**src/pin_ctrl_pkg.sv**
```systemverilog
// Constants for the two-pin control and interrupt block.
// Shared by the top module and the per-pin event unit.
package pin_ctrl_pkg;

    localparam int NUM_PINS = 2;
    localparam int FUNC_COUNT = 9;
    localparam int ADDR_W = 8;

    // Register byte offsets
    localparam logic [ADDR_W-1:0] PIN21_CONTROL_OFFSET = 8'h60;
    localparam logic [ADDR_W-1:0] PIN22_CONTROL_OFFSET = 8'h64;
    localparam logic [ADDR_W-1:0] IRQ_STATUS_OFFSET = 8'h68;
    localparam logic [ADDR_W-1:0] IRQ_MASK_OFFSET = 8'h6c;

    // Control register field positions
    localparam int FORWARD_MASK_BIT = 25;
    localparam int TRIG_LSB = 21;
    localparam int TRIG_W = 3;
    localparam int IRQ_ENABLE_BIT = 20;
    localparam int DRIVE_LSB = 12;
    localparam int DRIVE_W = 3;
    localparam int STRONG_PU_BIT = 11;
    localparam int WEAK_PD_BIT = 9;
    localparam int PULLUP_BIT = 8;
    localparam int INPUT_EN_BIT = 7;
    localparam int OUTPUT_EN_BIT = 6;
    localparam int SCHMITT_BIT = 5;
    localparam int ANALOG_BIT = 4;
    localparam int FUNC_LSB = 0;
    localparam int FUNC_W = 4;

    // Reset value: drive code 001, function code 0x1, all else zero
    localparam logic [31:0] CONTROL_RESET = 32'h0000_1001;
    // Writable bits; reserved 31:26, 24, 19:15 and 10 stay zero
    localparam logic [31:0] CONTROL_WRITE_MASK = 32'h02f0_7bff;
    localparam logic [NUM_PINS-1:0] IRQ_MASK_RESET = 2'h0;

    // Trigger mode codes
    localparam logic [TRIG_W-1:0] TRIG_RISE = 3'h0;
    localparam logic [TRIG_W-1:0] TRIG_FALL = 3'h1;
    localparam logic [TRIG_W-1:0] TRIG_BOTH = 3'h2;
    localparam logic [TRIG_W-1:0] TRIG_HIGH = 3'h3;
    localparam logic [TRIG_W-1:0] TRIG_LOW = 3'h4;

    localparam logic [FUNC_W-1:0] FUNC_LAST = 4'h8;

    localparam logic [1:0] RESP_OKAY = 2'h0;
    localparam logic [1:0] RESP_SLVERR = 2'h2;

endpackage

```
**src/pin_control_irq_mux.sv**
```systemverilog
// Control registers, function multiplexing and interrupt logic for two pins.
// Assumes an AXI4-Lite master on aclk and asynchronous pad inputs.
//
// How it works
// - Trigger field picks rising, falling, both edges, high or low level.
// - Interrupt enable set: detected trigger sets the pin pending flag.
// - Interrupt enable clear: no pending set, no request forwarded.
// - Forward mask bit gates pending requests toward the interrupt controller.
// - Function select routes pin among nine functions; 0x1 after reset.
// - Analog select hands the pin to its converter channel instead.
// - Three-bit drive strength code, resets to code 001.
// - First pin: bit 8 enables its weak pull-up.
// - Schmitt input enable bit, reset disabled.
//
// Register access over AXI4-Lite is this design's own decision.
`timescale 1ns/1ps
`default_nettype none
module pin_control_irq_mux
    import pin_ctrl_pkg::*;
(
    // Clock and reset
    input wire logic aclk,
    input wire logic aresetn,
    // AXI4-Lite write address
    input wire logic [ADDR_W-1:0] s_axi_awaddr,
    input wire logic [2:0] s_axi_awprot,
    input wire logic s_axi_awvalid,
    output logic s_axi_awready,
    // AXI4-Lite write data
    input wire logic [31:0] s_axi_wdata,
    input wire logic [3:0] s_axi_wstrb,
    input wire logic s_axi_wvalid,
    output logic s_axi_wready,
    // AXI4-Lite write response
    output logic [1:0] s_axi_bresp,
    output logic s_axi_bvalid,
    input wire logic s_axi_bready,
    // AXI4-Lite read address
    input wire logic [ADDR_W-1:0] s_axi_araddr,
    input wire logic [2:0] s_axi_arprot,
    input wire logic s_axi_arvalid,
    output logic s_axi_arready,
    // AXI4-Lite read data
    output logic [31:0] s_axi_rdata,
    output logic [1:0] s_axi_rresp,
    output logic s_axi_rvalid,
    input wire logic s_axi_rready,
    // Pads: index 0 is the first pin, index 1 the second
    input wire logic [NUM_PINS-1:0] pad_in,
    output logic [NUM_PINS-1:0] pad_out,
    output logic [NUM_PINS-1:0] pad_oe,
    // Pad configuration
    output logic [NUM_PINS-1:0][DRIVE_W-1:0] pad_drive_strength,
    output logic [NUM_PINS-1:0] strong_pullup_enable,
    output logic [NUM_PINS-1:0] weak_pulldown_enable,
    output logic weak_pullup_enable,
    output logic medium_pullup_enable,
    output logic [NUM_PINS-1:0] input_buffer_enable,
    output logic [NUM_PINS-1:0] output_driver_enable,
    output logic [NUM_PINS-1:0] schmitt_input_enable,
    // Peripheral functions, one lane per function code
    input wire logic [NUM_PINS-1:0][FUNC_COUNT-1:0] func_out,
    input wire logic [NUM_PINS-1:0][FUNC_COUNT-1:0] func_oe,
    output logic [NUM_PINS-1:0][FUNC_COUNT-1:0] func_in,
    // Analog converter connections
    output logic converter_channel_five,
    output logic converter_channel_six,
    // Interrupts
    output logic [NUM_PINS-1:0] interrupt_controller_request,
    output logic irq
);

    typedef struct packed {
        logic [NUM_PINS-1:0][31:0] ctrl;
        logic [NUM_PINS-1:0] irq_mask;
        logic aw_got;
        logic [ADDR_W-1:0] aw_addr;
        logic w_got;
        logic [31:0] w_data;
        logic [3:0] w_strb;
        logic bvalid;
        logic [1:0] bresp;
        logic rvalid;
        logic [31:0] rdata;
        logic [1:0] rresp;
        logic [NUM_PINS-1:0] sync1;
        logic [NUM_PINS-1:0] sync2;
        logic [NUM_PINS-1:0] pad_out;
        logic [NUM_PINS-1:0] pad_oe;
        logic [NUM_PINS-1:0][FUNC_COUNT-1:0] func_in;
    } top_state_t;

    localparam top_state_t STATE_RESET = '{
        ctrl: {CONTROL_RESET, CONTROL_RESET},
        irq_mask: IRQ_MASK_RESET,
        default: '0
    };

    top_state_t state_reg;
    top_state_t state_next;
    logic [NUM_PINS-1:0] pending;
    logic [NUM_PINS-1:0] pending_clear;
    logic [NUM_PINS-1:0] forward_req;
    logic write_fire;
    logic [31:0] strb_mask;

    // Byte lanes to bit mask
    always_comb begin
        for (int b = 0; b < 4; b++) begin
            strb_mask[b*8 +: 8] = {8{state_reg.w_strb[b]}};
        end
    end

    assign write_fire = state_reg.aw_got & state_reg.w_got & ~state_reg.bvalid;

    // W1C on the status register; applied inside the event units
    always_comb begin
        pending_clear = '0;
        if (write_fire && state_reg.aw_addr == IRQ_STATUS_OFFSET) begin
            pending_clear = state_reg.w_data[NUM_PINS-1:0] & strb_mask[NUM_PINS-1:0];
        end
    end

    for (genvar p = 0; p < NUM_PINS; p++) begin : g_pin
        pin_event_unit u_event (
            .aclk(aclk),
            .aresetn(aresetn),
            .pin_level(state_reg.sync2[p]),
            .trigger_mode_select(state_reg.ctrl[p][TRIG_LSB +: TRIG_W]),
            .pin_irq_enable(state_reg.ctrl[p][IRQ_ENABLE_BIT]),
            .irq_forward_mask(state_reg.ctrl[p][FORWARD_MASK_BIT]),
            .pending_clear(pending_clear[p]),
            .pending(pending[p]),
            .irq_request(forward_req[p])
        );
    end

    always_comb begin
        logic [31:0] merged;
        logic [FUNC_W-1:0] sel;
        logic [ADDR_W-1:0] ra;
        merged = '0;
        sel = '0;
        ra = s_axi_araddr;
        state_next = state_reg;

        // Pad inputs cross into aclk through two flops
        state_next.sync1 = pad_in;
        state_next.sync2 = state_reg.sync1;

        // Address and data may arrive in either order
        if (s_axi_awvalid && s_axi_awready) begin
            state_next.aw_got = 1'b1;
            state_next.aw_addr = s_axi_awaddr;
        end
        if (s_axi_wvalid && s_axi_wready) begin
            state_next.w_got = 1'b1;
            state_next.w_data = s_axi_wdata;
            state_next.w_strb = s_axi_wstrb;
        end

        if (write_fire) begin
            state_next.aw_got = 1'b0;
            state_next.w_got = 1'b0;
            state_next.bvalid = 1'b1;
            state_next.bresp = RESP_OKAY;
            merged = (state_reg.w_data & strb_mask);
            if (state_reg.aw_addr == PIN21_CONTROL_OFFSET) begin
                state_next.ctrl[0] = ((state_reg.ctrl[0] & ~strb_mask) | merged)
                    & CONTROL_WRITE_MASK;
            end else if (state_reg.aw_addr == PIN22_CONTROL_OFFSET) begin
                state_next.ctrl[1] = ((state_reg.ctrl[1] & ~strb_mask) | merged)
                    & CONTROL_WRITE_MASK;
            end else if (state_reg.aw_addr == IRQ_STATUS_OFFSET) begin
                state_next.bresp = RESP_OKAY;
            end else if (state_reg.aw_addr == IRQ_MASK_OFFSET) begin
                if (state_reg.w_strb[0]) begin
                    state_next.irq_mask = state_reg.w_data[NUM_PINS-1:0];
                end
            end else begin
                state_next.bresp = RESP_SLVERR;
            end
        end
        if (state_reg.bvalid && s_axi_bready) begin
            state_next.bvalid = 1'b0;
        end

        // Reads answer one cycle after the address is taken
        if (s_axi_arvalid && s_axi_arready) begin
            state_next.rvalid = 1'b1;
            state_next.rresp = RESP_OKAY;
            if (ra == PIN21_CONTROL_OFFSET) begin
                state_next.rdata = state_reg.ctrl[0];
            end else if (ra == PIN22_CONTROL_OFFSET) begin
                state_next.rdata = state_reg.ctrl[1];
            end else if (ra == IRQ_STATUS_OFFSET) begin
                state_next.rdata = {30'h0, pending};
            end else if (ra == IRQ_MASK_OFFSET) begin
                state_next.rdata = {30'h0, state_reg.irq_mask};
            end else begin
                state_next.rdata = '0;
                state_next.rresp = RESP_SLVERR;
            end
        end else if (state_reg.rvalid && s_axi_rready) begin
            state_next.rvalid = 1'b0;
        end

        // Function routing, registered toward pad and peripherals
        for (int p = 0; p < NUM_PINS; p++) begin
            sel = state_reg.ctrl[p][FUNC_LSB +: FUNC_W];
            state_next.pad_out[p] = 1'b0;
            state_next.pad_oe[p] = 1'b0;
            state_next.func_in[p] = '0;
            // Analog use takes the pad away from every digital function
            if (!state_reg.ctrl[p][ANALOG_BIT] && sel <= FUNC_LAST) begin
                state_next.pad_out[p] = func_out[p][sel];
                state_next.pad_oe[p] = func_oe[p][sel]
                    & state_reg.ctrl[p][OUTPUT_EN_BIT];
                state_next.func_in[p][sel] = state_reg.sync2[p]
                    & state_reg.ctrl[p][INPUT_EN_BIT];
            end
        end
    end

    always_ff @(posedge aclk) begin
        if (!aresetn) begin
            state_reg <= STATE_RESET;
        end else begin
            state_reg <= state_next;
        end
    end

    // Bus handshakes
    assign s_axi_awready = ~state_reg.aw_got & ~state_reg.bvalid;
    assign s_axi_wready = ~state_reg.w_got & ~state_reg.bvalid;
    assign s_axi_bvalid = state_reg.bvalid;
    assign s_axi_bresp = state_reg.bresp;
    assign s_axi_arready = ~state_reg.rvalid;
    assign s_axi_rvalid = state_reg.rvalid;
    assign s_axi_rdata = state_reg.rdata;
    assign s_axi_rresp = state_reg.rresp;

    // Pad side
    assign pad_out = state_reg.pad_out;
    assign pad_oe = state_reg.pad_oe;
    assign func_in = state_reg.func_in;

    always_comb begin
        for (int p = 0; p < NUM_PINS; p++) begin
            pad_drive_strength[p] = state_reg.ctrl[p][DRIVE_LSB +: DRIVE_W];
            strong_pullup_enable[p] = state_reg.ctrl[p][STRONG_PU_BIT];
            weak_pulldown_enable[p] = state_reg.ctrl[p][WEAK_PD_BIT];
            input_buffer_enable[p] = state_reg.ctrl[p][INPUT_EN_BIT];
            output_driver_enable[p] = state_reg.ctrl[p][OUTPUT_EN_BIT];
            schmitt_input_enable[p] = state_reg.ctrl[p][SCHMITT_BIT];
        end
    end

    // Same bit, different resistor on each pin
    assign weak_pullup_enable = state_reg.ctrl[0][PULLUP_BIT];
    assign medium_pullup_enable = state_reg.ctrl[1][PULLUP_BIT];

    // Fixed mapping: first pin to channel five, second pin to channel six
    assign converter_channel_five = state_reg.ctrl[0][ANALOG_BIT];
    assign converter_channel_six = state_reg.ctrl[1][ANALOG_BIT];

    assign interrupt_controller_request = forward_req;
    assign irq = |(pending & state_reg.irq_mask);

endmodule
`default_nettype wire

```
**src/pin_event_unit.sv**
```systemverilog
// Trigger detection and pending flag for one pin.
// Expects a pin level already synchronised to aclk.
`timescale 1ns/1ps
`default_nettype none
module pin_event_unit
    import pin_ctrl_pkg::*;
(
    // Clock and reset
    input wire logic aclk,
    input wire logic aresetn,
    // Pin and control
    input wire logic pin_level,
    input wire logic [TRIG_W-1:0] trigger_mode_select,
    input wire logic pin_irq_enable,
    input wire logic irq_forward_mask,
    input wire logic pending_clear,
    // Results
    output logic pending,
    output logic irq_request
);

    typedef struct packed {
        logic armed;
        logic prev;
        logic pending;
    } event_state_t;

    event_state_t state_reg;
    event_state_t state_next;
    logic hit;

    always_comb begin
        state_next = state_reg;
        state_next.prev = pin_level;
        state_next.armed = 1'b1;
        // Edges are only trusted once a previous sample exists
        case (trigger_mode_select)
            TRIG_RISE: hit = state_reg.armed & pin_level & ~state_reg.prev;
            TRIG_FALL: hit = state_reg.armed & ~pin_level & state_reg.prev;
            TRIG_BOTH: hit = state_reg.armed & (pin_level ^ state_reg.prev);
            TRIG_HIGH: hit = pin_level;
            TRIG_LOW: hit = ~pin_level;
            default: hit = 1'b0;
        endcase
        if (pending_clear) begin
            state_next.pending = 1'b0;
        end
        // Set wins over a clear in the same cycle; level modes re-set every cycle
        if (pin_irq_enable && hit) begin
            state_next.pending = 1'b1;
        end
    end

    always_ff @(posedge aclk) begin
        if (!aresetn) begin
            state_reg <= '0;
        end else begin
            state_reg <= state_next;
        end
    end

    assign pending = state_reg.pending;
    assign irq_request = state_reg.pending & pin_irq_enable & irq_forward_mask;

endmodule
`default_nettype wire
```
**config.mk**
```make
export PLATFORM = sky130hd
export DESIGN_NAME = pin_control_irq_mux
export DESIGN_NICKNAME = d
export VERILOG_FILES = /design/src/pin_ctrl_pkg.sv /design/src/pin_control_irq_mux.sv /design/src/pin_event_unit.sv
export SDC_FILE = /design/constraint.sdc
export NUM_CORES = 1
export LEC_CHECK = 0
export ABC_AREA = 1
export BUFFER_PORTS_ARGS = -buffer_cell sky130_fd_sc_hd__buf_4
export CAP_MARGIN = 40
export CORE_MARGIN = 4
export CORE_UTILIZATION = 57
export CTS_BUF_LIST = sky130_fd_sc_hd__clkbuf_8
export DETAILED_ROUTE_END_ITERATION = 8
export GPL_TIMING_DRIVEN = 0
export PLACE_DENSITY_LB_ADDON = 0.1
export SLEW_MARGIN = 20
export SYNTH_ARGS = -nofsm -noshare
export SYNTH_HDL_FRONTEND = slang
export SYNTH_SLANG_ARGS = --single-unit
```
**constraint.sdc**
```tcl
create_clock -name aclk -period 3.9 [get_ports aclk]
set_input_delay 0.39 -clock aclk [delete_from_list [all_inputs] [get_ports aclk]]
set_output_delay 0.39 -clock aclk [all_outputs]
set_load 0.01 [all_outputs]
```
# Yosys cells after proc, flatten, opt, wreduce, memory -nomap -nowiden
# Index checks and enable logic that the tools add are counted.
dict set report totals {
  ff_bits 150
  in_bits 103
  output_inout_bits 86
  wordCells 157
}
dict set report classes {
  magnitude_cmp 6
  n_eq_ne 16
  n_mux 35
  n_bitwise 46
  reduce_logical 27
}
# cell n
set ops {}
lappend ops {{$and A26 B26 Y26} 3}
lappend ops {{$eq A8 B7 Y1 const B} 8}
lappend ops {{$mux W26} 2}
lappend ops {{$or A26 B26 Y26} 2}
lappend ops {{$not A26 Y26} 1}
lappend ops {{$and A1 B1 Y1} 22}
lappend ops {{$mux W2} 11}
lappend ops {{$and A9 B9 Y9} 2}
lappend ops {{$bmux W1 S4} 4}
lappend ops {{$eq A3 B2 Y1 const B} 4}
lappend ops {{$logic_and A1 B1 Y1} 12}
lappend ops {{$mux W1} 12}
lappend ops {{$not A1 Y1} 12}
lappend ops {{$lt A4 B5 Y1 const B} 2}
lappend ops {{$pmux W1 S5} 2}
lappend ops {{$demux W1 S4} 2}
lappend ops {{$ge A4 B1 Y1 const B} 2}
lappend ops {{$le A4 B4 Y1 const B} 2}
lappend ops {{$eq A3 B1 Y1 const B} 2}
lappend ops {{$eq A3 B3 Y1 const B} 2}
lappend ops {{$logic_not A3 Y1} 2}
lappend ops {{$mux W3} 2}
lappend ops {{$reduce_and A2 Y1} 3}
lappend ops {{$reduce_and A6 Y1} 1}
lappend ops {{6 further kinds} 13}

# Logic depth before layout (Yosys ltp)
# Gate-level depths: netlist (run 1).
dict set report depth {
  word_depth 7
  depth_mapped 9
}

# Cells and area by module
# A second synthesis (run 1) with hierarchy kept.
dict set report unflattened {
  cells_unflattened 846
  area_unflattened_um2 6113.4
}
# module instances cells_per_inst area_per_inst_um2 seq_area_each_um2
set by_module_without_submodules {}
lappend by_module_without_submodules {pin_control_irq_mux 1 784 5748.0 2442.3}
lappend by_module_without_submodules {pin_event_unit 2 31 182.7 60.1}

# Least setup slack after synthesis (run 1)
# Ideal clock, no wire load.
dict set report synth_path {
  path_kind {reg-to-reg}
  startpoint {reg state_reg, in the netlist s_axi_bvalid}
  endpoint {reg (tool-made name)}
  setup_ns 0.117
  t_arrival_ns 1.188
  required_time_ns 3.783
  slack_ns 2.595
  stages_incl_launch_ff 9
  synth_period_minus_slack_ns 1.305
  cell_sequence {dfxtp_1 > nor2_1 > nand2_2 > inv_4 > buf_6 > nand3_1 > buf_4 > o21ai_1 > a21oi_1}
}
# item line
set synth_rtl {}
lappend synth_rtl {{start, declared} pin_control_irq_mux.sv:99} ;# top_state_t state_reg;
lappend synth_rtl {{start signal, assigned} pin_control_irq_mux.sv:229} ;# state_reg <= state_next;

# Worst setup path in the final report (run 1)
dict set report layout_path {
  startpoint {reg g_pin[1].u_event.state_reg, in the netlist g_pin[1].u_event.pending}
  endpoint {out interrupt_controller_request[1]}
}
dict set report layout_between {
  elab_chain_cells 2
}
# item line
set layout_lines {}
lappend layout_lines {{start, declared} pin_event_unit.sv:28} ;# event_state_t state_reg;
lappend layout_lines {{start signal, assigned} pin_event_unit.sv:58} ;# state_reg <= state_next;
lappend layout_lines {{$and A1 B1 Y1 (2 in series)} pin_event_unit.sv:63} ;# assign irq_request = state_reg.pending & pin_irq_enable & irq_forward_mask;
lappend layout_lines {{end, declared} pin_control_irq_mux.sv:69} ;# output logic [NUM_PINS-1:0] interrupt_controller_request,
# Every way passes these cells.

==> metrics list, run 1 <==
- Net count of the finished layout: 1,076
- DRC: 0
- Post-Synthesis Cells: 786
- Using the TritonRoute via totals, the vias-per-cell ratio works out to 5.11.
* Post-Synthesis Mean Instance Area: 7.44 um2
- STA puts the critical path data arrival time at 1.53 ns.
- Counting both buffers and inverters, the worst setup path holds a total of 3.
- Signal routing reaches up to met4.
* Setup CP Type: register to output port
* Routed wire length on met3: 1480 um
- Overall die height: 109 um
* Run status: finished, final reports clean
- Number of max-slew violations in the final report: 0
- The worst-case IR drop observed on VDD is 0.262 mV.
* Setup clock skew after layout: 0.00830 ns
* Gr usage total: 26.5%
- Required time at the worst-slack endpoint: 3.51 ns
- Worst setup path startpoint: g_pin[1].u_event.pending$_SDFFE_PN0P_
- By area, the combinational part of the netlist is dominated by simple AND/OR/NAND/NOR gates.
* Congestion Overflow GR: 0
* Clk buf depth: 2
* CTS sink cnt: 127
- The number of antenna diodes in the final layout is 0.
* CTS HTree Levels: 4
- RSZ-0062 raised after global routing: false
- Final Hold Vio Count: 0
- The initial antenna violation count came to 0.
* Number of hold buffers added after cts: 0
- For this run, the register share of the synthesized area comes to 43.5%.
- From synthesis to final layout, the design area changed by 30.4%.
- The via count of the first global-routing pass was 5,381.
* TritonCTS clock tree: built
* Global placement routability congestion: 0.907
* Number of synthesized register bits: 127
* Leakage power: 3.70 nW
- Of the total synthesized cell area, the portion taken by AND, OR, NAND and NOR gates is 22.8%.
- Portion of netlist area occupied by mux cells: 0%
* Number of violations of the max-capacitance limit: 0
- Total number of vias: 5,719
- Including well taps, the total number of placed cells is 1,087.
* Pin count of the biggest net entering global routing: 17
- In this design, the stage delay of the slowest critical-path cell is 0.37 ns.
- Detailed route wirelength on metal2: 7420 um
- Fmax: 522 MHz
- Root buffer selected by CTS: clkbuf_8
* Cell with the largest stage delay on the worst path: dfxtp_1
* Final setup violation count: 0
* Power per Cell Area: 377 nW/um2
- For the final routed database, the setup TNS stands at 0 ns.
- Avg WL per Cell: 14.1 um
- Once detailed placement completed, the half-perimeter wirelength came to 12,200 um.
- After detailed routing, the wire length on met1 is 6390 um.
* Complex-gate fraction of the synthesized area: 15.1%
* Post-CTS Setup Repair Bufs: 0
* Crit path max fanout: 3
* Warnings, synthesis: 0
- Wire length of the first global-routing pass: 24,500 um
- Worst-skew pair later-pin latency: 0.45 ns
- Counting the buffers created by CTS gives 17.
- Time the worst path needs with I/O delays and setup: 1.92 ns
- Post-CTS Resized: 0
* Adder and majority gate portion of the synthesized area: 0%
- Post-Syn Area: 5850 um2
* Parity-gate share of the synthesized area counting xor and xnor cells: 0%
- Crit share post-route: 49.1%
- STA classifies the critical path endpoint as an output port.
* Worst slew margin relative to its limit: 57.2%
- Input and output buffers added on the ports amount to 154.
- Number of optimization iterations in the first detailed-route pass: 5
- Die footprint: 11,900 um2
- Effective utilization at floorplan: 59.3%
- Number of standard-cell rows in the floorplan: 36
- The floorplan step set the die width to 109 um.
- The worst setup path is launched from a register.
- Fraction of layout cells with a size suffix above 1: 30.5%
- Start point of the worst min-delay path: pad_in[0]
- The tightest min-delay check is of the primary input to register type.
- Summed over all layers, the routed wires come to 15,800 um.
- 189 I/O pins were placed.
* Category of cells accounting for the largest share of critical-path delay: flip-flops
- Clock slew seen by the registers of the worst setup and hold paths: 0.07 ns
- After synthesis, the netlist uses 37 different library cells.
- Reg2Reg Launch Point: s_axi_bvalid$_SDFFE_PP0P_
- Cells along the critical path: inv_1 > nor3_1 > buf_4 > buf_4
- For the pin with the worst max-slew slack, the measured transition is 0.642 ns.
* Crit-path most repeated cell: buf_4
- Utilization after layout: 77.3%
- Core region area: 9860 um2
- Number of nets with antenna violations after detailed routing: 0
* Number of DRC violations after detailed-routing iteration 0: 373
- Post-Layout Cell Count: 1,119
[cells by family after synthesis]
family / count (synthesis)
and+or+nand+nor: 292
AOI/OAI and AO/OA: 164
DFF: 127
buffers and inverters: 202
other: 1
[metrics by stage]
step	area, um2	worst slack (ns)	hold slack (ns)	power (mW)
5_1_grt	7620	1.93	0.110	2.97
6_report	7620	1.98	0.117	2.87
4_1_cts	7620	2.04	0.0999	2.88
3_5_place_dp	7220	2.16	0.402	1.76
2_1_floorplan	5900	2.60	0.390	1.61
3_3_place_gp	7220	2.22	0.395	1.74
[cell usage in the layout (no fill, tap or decap), drive strengths merged]
cell type    n
o21a         1
conb        15
or2          1
bufinv       2
nand3b       2
clkinv       4
a21oi       46
a211oi       1
a31o         1
clkbuf      33
nand2       96
o21ai       85
o22ai       15
o211ai       2
dfxtp      127
nor2       126
clkinvlp     4
a22oi        8
a31oi        4
nor3        25
inv        100
nand3       27
nor4         2
nand4       13
a221oi       1
buf        245
[power breakdown]
| group | switching (mW) | total [mW] | leakage (nW) | internal (mW) |
|---|---|---|---|---|
| clock network | 0.516 | 1.14 | 0.201 | 0.628 |
| logic | 0.175 | 0.336 | 2.46 | 0.161 |
| registers | 0.0428 | 1.39 | 1.04 | 1.35 |
| total | 0.734 | 2.87 | 3.70 | 2.14 |
[layout make-up]
| cell class | count | area, um2 |
|---|---|---|
| Clock buffer | 21 | 289 |
| Fill cell | 801 | 2240 |
| Inverter | 99 | 374 |
| Buffer | 103 | 713 |
| Sequential cell | 127 | 2540 |
| Multi-Input combinational cell | 471 | 2270 |
| Clock inverter | 11 | 114 |
| Tap cell | 133 | 166 |
| Timing Repair Buffer | 154 | 1160 |
[path summary, 6_finish.rpt]
check,end,cells past startpoint,slack [ns]
worst max register to register,state_reg[82]$_SDFFE_PN0P_,5,2.31
worst min-delay path,state_next[22]$_SDFF_PN0_,3,0.12
worst min register to register,state_reg[22]$_SDFF_PN0_,2,0.42
worst max-delay path,interrupt_controller_request[1],4,1.98
[synthesized netlist by cell type (all sizes together)]
cell type	instances	area (um2)
conb	1	3.75
a221oi	1	8.76
buf	91	668
inv	99	374
a21oi	46	230
or2	1	6.26
a211oi	1	7.51
nand2	96	368
a31oi	4	25.0
o21ai	85	425
nor2	126	518
clkbuf	12	45.0
a22oi	8	60.1
nand3	27	158
dfxtp	127	2540
nor3	25	150
o211ai	2	15.0
o22ai	15	93.8
nor4	2	12.5
nand3b	2	15.0
a31o	1	8.76
o21a	1	7.51
nand4	13	103
[worst min-delay path, cell delays in order]
cell	delay, ns
buf_4	0.08
nand2_1	0.04
inv_1	0.04
[layer usage]
| metal | vias to the layer above | global-route usage, % |
|---|---|---|
| met5 | - | 0 |
| met4 | 0 | 13.8 |
| met3 | 46 | 6.34 |
| met2 | 286 | 43.6 |
| met1 | 2566 | 32.2 |
| li1 | 2821 | - |
No activity file was read; power rests on OpenSTA's default activity.
==> run 2: changes to the inputs <==
--- a/config.mk
+++ b/config.mk
@@ -9,7 +9,7 @@
 export BUFFER_PORTS_ARGS = -buffer_cell sky130_fd_sc_hd__buf_4
 export CAP_MARGIN = 40
 export CORE_MARGIN = 4
-export CORE_UTILIZATION = 57
+export CORE_UTILIZATION = 53
 export CTS_BUF_LIST = sky130_fd_sc_hd__clkbuf_8
 export DETAILED_ROUTE_END_ITERATION = 8
 export GPL_TIMING_DRIVEN = 0
==> constraint.sdc (replaced) <==
create_clock -name aclk -period 1.8 [get_ports aclk]
set_input_delay 0.18 -clock aclk [delete_from_list [all_inputs] [get_ports aclk]]
set_output_delay 0.18 -clock aclk [all_outputs]
set_load 0.01 [all_outputs]
==> metrics list, run 2 (synthesis results as in run 1) <==
- Run status: finished, final reports clean (unchanged)
- Crit share post-route: 94.7%
- The count of standard-cell rows was 38 (was 36).
* Reg2Reg Launch Point: s_axi_bvalid$_SDFFE_PP0P_ (unchanged)
- Half-perimeter wire length after placement: 11,900 um (was 12,200 um)
* Setup TNS: 0 ns (unchanged)
* Worst setup path startpoint: aresetn (was g_pin[1].u_event.pending$_SDFFE_PN0P_)
- CTS HTree Levels: 4 (unchanged)
- The number of buffers on the longest clock path is 2 (unchanged).
* X dimension of the die: 113 um (was 109 um)
- RSZ-0062 raised after global routing: false (unchanged)
* Root buffer selected by CTS: clkbuf_8 (unchanged)
- The CTS tree is built (unchanged).
- The placeable core area came to 10,800 um2 (was 9860 um2).
* Worst-skew pair later-pin latency: 0.43 ns (was 0.45 ns)
* Fraction of layout cells with a size suffix above 1: 30.3% (was 30.5%)
- Overall die height: 113 um (was 109 um)
- Wire length of the first global-routing pass: 24,800 um (was 24,500 um)
- The tightest slew margin relative to the limit was 52.2% (was 57.2%).
- Pin count of the biggest net entering global routing: 17 (unchanged)
- Setup clock skew after layout: 0.0109 ns (was 0.00830 ns)
- Post-Layout Cell Count: 1,136 (was 1,119)
* Die footprint: 12,800 um2 (was 11,900 um2)
* Detailed-route wire length: 15,400 um (was 15,800 um)
- Vias in the first global route: 5,260 (was 5,381)
* Gr usage total: 24.3% (was 26.5%)
- Post-route design area: 7710 um2 (was 7620 um2)
* Post-placement cell count: 1,094 (was 1,087)
- The worst path in the final design needs a cycle of 1.70 ns, including I/O delays and setup.
- Clock buffer count from CTS: 17 (unchanged)
- Derived from the worst setup path, the maximum achievable clock frequency is 587 MHz.
- Critical path startpoint category: primary input (was register)
* Ratio of routed vias to standard cells: 4.87 (was 5.11)
- Buffers added on ports: 154 (unchanged)
* Most frequent standard cell in the layout excluding fill and tap cells: buf_4 (unchanged)
- Antenna violations before repair: 0 (unchanged)
- Start point of the worst min-delay path: s_axi_wdata[6] (was pad_in[0])
* Final Hold Vio Count: 0 (unchanged)
* Number of DRC violations after detailed-routing iteration 0: 261 (was 373)
- The power density normalized to cell area is 791 nW/um2 (was 377 nW/um2).
- Number of max-slew violations in the final report: 0 (unchanged)
- The first-pass detailed-route iteration total was 5 (unchanged).
- Arrival time worst endpoint: 1.98 ns (was 1.53 ns)
- The type of the worst min-delay path is primary input to register (unchanged).
- Final setup violation count: 0 (unchanged)
- Most frequent cells in the layout: buf_4 (232), dfxtp_1 (127), nor2_1 (118) (unchanged)
- The kind of capture point of the worst setup path was a register (was output port).
- Setup CP Type: primary input to register (was register to output port)
* Tightest Pin Transition: 0.716 ns (was 0.642 ns)
* Global placement routability congestion: 0.891 (was 0.907)
- Hold slack: 0.0101 ns (was 0.117 ns)
- Total number of vias: 5,533 (was 5,719)
* Crit path max fanout: 10 (was 3)
* Clock slew seen by the registers of the worst setup and hold paths: 0.07 ns (about the same)
- The worst supply voltage drop on vdd is 0.480 mV (was 0.262 mV).
- The max-cap check violation count came to 0 (unchanged).
- The critical path data required time is 2.07 ns (was 3.51 ns).
- The cell area reported after detailed placement was 7230 um2 (was 7220 um2).
- The number of antenna repair diodes was 0 (unchanged).
- The total I/O pin count was 189 (unchanged).
- Leakage power: 3.73 nW (was 3.70 nW)
- The final net count came to 1,086 (was 1,076).
- The area added between synthesis and finish is 32.0% (was 30.4%).
- The number of clock sinks was 127 (unchanged).
- The detail-routed net length per standard cell is 13.6 um (was 14.1 um).
- Congestion Overflow GR: 0 (unchanged)
- DRC: 0 (unchanged)
* Effective utilization at floorplan: 53.9% (was 59.3%)
- The number of antenna-violating nets in the routed design was 0 (unchanged).
run 2: cell count changes in the layout (fill, tap and decap cells not counted):
cell	previous run	this run
inv_6	0	2
clkinv_2	4	3
inv_1	96	95
clkinv_4	0	2
bufinv_16	2	1
dlygate4sd3_1	0	10
clkbuf_8	21	20
run 2: critical path, stage by stage:
cell and delay (ns):
dlygate4sd3_1 0.54, buf_4 0.16, clkbuf_1 0.39, clkbuf_1 0.53, o211ai_1 0.17
run 2: through the flow:
| stage | setup WS, ns | total power [mW] | utilization [%] |
|---|---|---|---|
| 3_5_place_dp | 0.252 | 3.80 | 66.7 |
| 2_1_floorplan | 0.495 | 3.48 | - |
| 3_3_place_gp | 0.278 | 3.79 | 66.7 |
| 4_1_cts | 0.150 | 6.11 | 71.2 |
| 6_report | 0.0955 | 6.10 | 71.2 |
| 5_1_grt | 0.0478 | 6.35 | 71.2 |
run 2: per-layer routing:
metal	track usage, %	vias to the layer above	part of all wire, %
met5	0	-	0
met4	8.73	0	1.6
met3	4.97	20	7.4
met2	40.7	208	48
met1	31.0	2456	43
li1	-	2849	-
run 2: worst paths after layout:
path | end | slack, ns | cells past startpoint
max | register | 0.1 | 5
max reg2reg | state_reg[93]$_SDFFE_PN0P_ | 0.22 | 5
min reg2reg | state_reg[22]$_SDFF_PN0_ | 0.42 | 2
min | state_reg[74]$_SDFFE_PN0P_ | 0.01 | 3
run 2: what timing repair did:
item / in CTS / in global routing
buffers inserted: 0 / 0
gates resized for setup: 0 / 0
hold buffers: 10 / 0
hold endpoints to repair: 10 / 0
run 2: power by group:
group          total, mW  internal, mW  switching [mW]
clock               2.34          1.21            1.14
sequential          3.02          2.93          0.0904
combinational      0.736         0.363           0.373
total               6.10          4.50            1.60
run 2: layout make-up:
cell class                 instances  area (um2)
clock inverter                    12         110
fill                             964        3130
timing repair buffer             164        1260
buffer                           103         713
clock buffer                      20         275
inverter                          99         374
sequential                       127        2540
tap                              140         175
multi-input combinational        471        2270
==> run 3: changes to the inputs <==
--- a/config.mk
+++ b/config.mk
@@ -17,4 +17,5 @@
 export SLEW_MARGIN = 20
 export SYNTH_ARGS = -nofsm -noshare
 export SYNTH_HDL_FRONTEND = slang
+export SYNTH_HIERARCHICAL = 1
 export SYNTH_SLANG_ARGS = --single-unit
==> metrics list, run 3 <==
- The routed wire length came to 16,300 um (was 15,400 um).
* Net count of the finished layout: 1,149 (was 1,086)
- Critical path startpoint category: primary input (unchanged)
- The cell at the slowest stage of the critical path is dlygate4sd3_1 (unchanged).
- The CTS root buffer is clkbuf_8 (unchanged).
- The area added between synthesis and finish was 31.4% (was 32.0%).
* Adder and majority gate portion of the synthesized area: 0% (unchanged)
- The number of slew-limit violations in the final report was 0 (unchanged).
- The CTS tree is built (unchanged).
* Global placement routability congestion: 0.838 (was 0.891)
- The total buffers and inverters traversed by the critical path was 4 (unchanged).
* Power per Cell Area: 793 nW/um2 (was 791 nW/um2)
* Worst setup path startpoint: aresetn (unchanged)
- The final hold violation count is 0 (unchanged).
- The number of standard cells after synthesis was 846 (was 786).
* Top-count cell post-synth: nand2_1 (was dfxtp_1)
* Most frequent standard cell in the layout excluding fill and tap cells: buf_4 (unchanged)
* Avg WL per Cell: 13.6 um (about the same)
* Congestion Overflow GR: 0 (unchanged)
- Total area of sequential cells: 2560 um2 (was 2540 um2)
- Reg2Reg Launch Point: s_axi_rvalid$_SDFFE_PN0P_ (was s_axi_bvalid$_SDFFE_PP0P_)
- The number of buffers on the longest clock path was 2 (unchanged).
* Core region area: 11,100 um2 (was 10,800 um2)
- The aggregate negative setup slack came to 0 ns (unchanged).
- The setup slack of the most critical reg-to-reg path came to 0.28 ns (was 0.22 ns).
- Dominant register cell in the synthesized netlist: dfxtp_1 (unchanged)
* Count of cell types in the netlist: 33 (was 37)
- The total area of multi-input combinational cells came to 2480 um2 (was 2270 um2).
- The final-report setup violation count was 0 (unchanged).
- Number of violations of the max-capacitance limit: 0 (unchanged)
* Category of cells accounting for the largest share of critical-path delay: buffers and inverters (unchanged)
* CTS sink cnt: 128 (was 127)
- The number of I/O port buffers came to 154 (unchanged).
* CP endpoint: state_reg[75]$_SDFFE_PN0P_
- The TritonCTS buffer count came to 17 (unchanged).
* IO Pins: 189 (unchanged)
- Half-perimeter wire length after placement: 12,300 um (was 11,900 um)
- The overall global routing resource usage came to 24.2% (was 24.3%).
- The data arrival at the endpoint of the critical path is 2.00 ns (was 1.98 ns).
* Vias in the first global route: 5,241 (was 5,260)
* RSZ-0062 raised after global routing: false (unchanged)
- Time the worst path needs with I/O delays and setup: 1.63 ns (was 1.70 ns)
- The leakage power of the design is 4.06 nW (was 3.73 nW).
* Worst slew margin relative to its limit: 55.1% (was 52.2%)
- The number of cell instances on the worst register-to-register path came to 7 (was 5).
- Number of synthesized register bits: 128 (was 127)
* Most frequent cells after synthesis: nand2_1 (158), dfxtp_1 (128), nor2_1 (124) (was dfxtp_1 (127), nor2_1 (118), inv_1 (95))
* Crit Reg-Reg Endpoint: s_axi_rdata[12]$_SDFFE_PN0P_ (was state_reg[93]$_SDFFE_PN0P_)
- The parity-gate share of the synthesized area counting xor and xnor cells is 0% (unchanged).
- The first-pass detailed-route iteration total was 5 (unchanged).
* Post-synth EDFFs: 0 (unchanged)
- The kind of capture point of the worst setup path was a register (unchanged).
- Area leader, netlist: dfxtp_1 (unchanged)
* Warnings, synthesis: 6 (was 0)
* Ratio of routed vias to standard cells: 4.93 (was 4.87)
- Fmax: 615 MHz (was 587 MHz)
- Most frequent cells in the layout: buf_4 (232), nand2_1 (158), dfxtp_1 (128) (was buf_4 (232), dfxtp_1 (127), nor2_1 (118)).
- The actual transition at the worst max-transition pin was 0.673 ns (was 0.716 ns).
- Number of standard-cell rows in the floorplan: 38 (unchanged)
- The fill cell total of the finished layout came to 947 (was 964).
* X dimension of the die: 115 um (was 113 um)
* Effective utilization at floorplan: 55.2% (was 53.9%)
- CTS HTree Levels: 4 (unchanged)
- The layout cell share with drive strength beyond 1 was 29.5% (was 30.3%).
* Crit path max fanout: 10 (unchanged)
- Class of the tightest hold or removal check: primary input to register (unchanged)
- Portion of netlist area occupied by mux cells: 0% (unchanged)
- The combined area of all synthesized cells is 6110 um2 (was 5850 um2).
- Run status: finished, final reports clean (unchanged)
* Post-synthesis share of cell area spent on and, or, nand and nor gates: 30.5% (was 22.8%)
- The critical path's largest stage delay is 0.52 ns (was 0.54 ns).
* Setup CP Type: primary input to register (unchanged)
- The fraction of the cycle the final worst path needs is 90.3% (was 94.7%).
* Pin count of the biggest net entering global routing: 17 (unchanged)
* Number of DRC violations after detailed-routing iteration 0: 415 (was 261)
- Peak supply drop: 0.420 mV (was 0.480 mV)
- Wire length of the first global-routing pass: 25,700 um (was 24,800 um)
- Cells along the critical path: dlygate4sd3_1 > buf_4 > buf_2 > clkbuf_1 > o21ai_0 > nor2_1 (was dlygate4sd3_1 > buf_4 > clkbuf_1 > clkbuf_1 > o211ai_1)
- Complex-gate fraction of the synthesized area: 9.11% (was 15.1%)
* Die footprint: 13,300 um2 (was 12,800 um2)
* Post-synthesis sequential area ratio: 41.9% (was 43.5%)
- Setup clock skew after layout: 0.0117 ns (was 0.0109 ns)
- The initial antenna violation count was 0 (unchanged).
* Area share of the largest cell type after synthesis: 41.9% (was 43.5%)
- The number of antenna-violating nets in the routed design was 0 (unchanged).
* Post-Synthesis Mean Instance Area: 7.23 um2 (was 7.44 um2)
- Cell types occupying the most area after synthesis: dfxtp_1 (42%), nand2_1 (9.7%), buf_4 (9.6%) (was dfxtp_1 (43%), buf_4 (10%), nor2_1 (7.6%))
- The number of stages on the worst setup path is 6 (was 5).
- The height of the die was 115 um (was 113 um).
- DRC: 0 (unchanged)
- Worst-skew pair later-pin latency: 0.44 ns (was 0.43 ns)
* Required time at the worst-slack endpoint: 2.17 ns (was 2.07 ns)
- The sum of internal, switching and leakage power is 6.37 mW (was 6.10 mW).
- The async set-reset flop share out of synthesis is 0% (unchanged).
* Total number of vias: 5,914 (was 5,533)
- The number of resized instances in the post-cts repair step was 0 (unchanged).
* Dominant combinational cell family by area after synthesis: simple AND/OR/NAND/NOR gates (unchanged)
- Clock slew seen by the registers of the worst setup and hold paths: 0.09 ns (was 0.07 ns)
- Diodes inserted: 0 (unchanged)
-- run 3: area by class of cell --
class                   instances  area share (%)
flip-flops and latches        128            31.9
clock inverters                14            1.95
clock buffers                  18            3.08
plain buffers                 107            9.30
inverters                     101            4.72
well taps                     140            2.18
repair buffers                167            16.0
multi-input cells             524            30.8
-- run 3: timing repair --
action | 4_1_cts | 5_1_grt
hold buffers | 13 | 0
setup buffers | 0 | 0
endpoints found under the hold margin | 16 | 0
-- run 3: cell families (layout without fill, tap and decap cells) --
family                 after synthesis  count (layout)
AND/OR/NAND/NOR                    416             416
buffers and inverters              208             407
flip-flops                         128             128
AO/OA/AOI/OAI                       93              93
other                                1              15
-- run 3: tightest hold or removal path, cell delays in order --
cell	delay, ns
buf_4	0.07
o21ai_0	0.07
nor2_1	0.09
-- run 3: worst min path at each step --
stage | cells after the start | start | end | slack (ns)
6_report | 3 | s_axi_wdata[8] | state_reg[76]$_SDFFE_PN0P_ | 0.004
5_1_grt | 3 | s_axi_wdata[8] | state_reg[76]$_SDFFE_PN0P_ | 0.009
4_1_cts | 3 | s_axi_wdata[8] | state_reg[76]$_SDFFE_PN0P_ | 0.002
3_5_place_dp | 1 | aresetn | g_pin[1].u_event/state_reg[2]$_DFF_P_ | 0.36
3_3_place_gp | 3 | pad_in[1] | state_next[23]$_SDFF_PN0_ | 0.36
2_1_floorplan | 0 | aresetn | g_pin[0].u_event/state_reg[2]$_DFF_P_ | 0.21
-- run 3: power by group --
group	internal (mW)	leakage (nW)	switching (mW)
combinational	0.381	2.82	0.410
sequential	2.95	1.05	0.0964
clock	1.29	0.198	1.24
-- run 3: routing by layer --
metal	part of all wire [%]	global-route usage, %	up-vias
li1	-	-	3023
met1	43	32.3	2624
met2	47	39.3	245
met3	8.3	4.84	22
met4	1.5	8.22	0
met5	0	0	-
-- run 3: stage by stage --
stage / hold WS, ns / instances / area [um2] / worst slack, ns / utilization [%]
6_report: 0.00379 / 1199 / 8030 / 0.174 / 72.5
5_1_grt: 0.00932 / 1199 / 8030 / 0.0735 / 72.5
4_1_cts: 0.00183 / 1199 / 8030 / 0.213 / 72.5
3_5_place_dp: 0.362 / 1154 / 7500 / 0.301 / 67.7
3_3_place_gp: 0.361 / 1154 / 7500 / 0.296 / 67.7
2_1_floorplan: 0.208 / 860 / 6170 / 0.484 / -
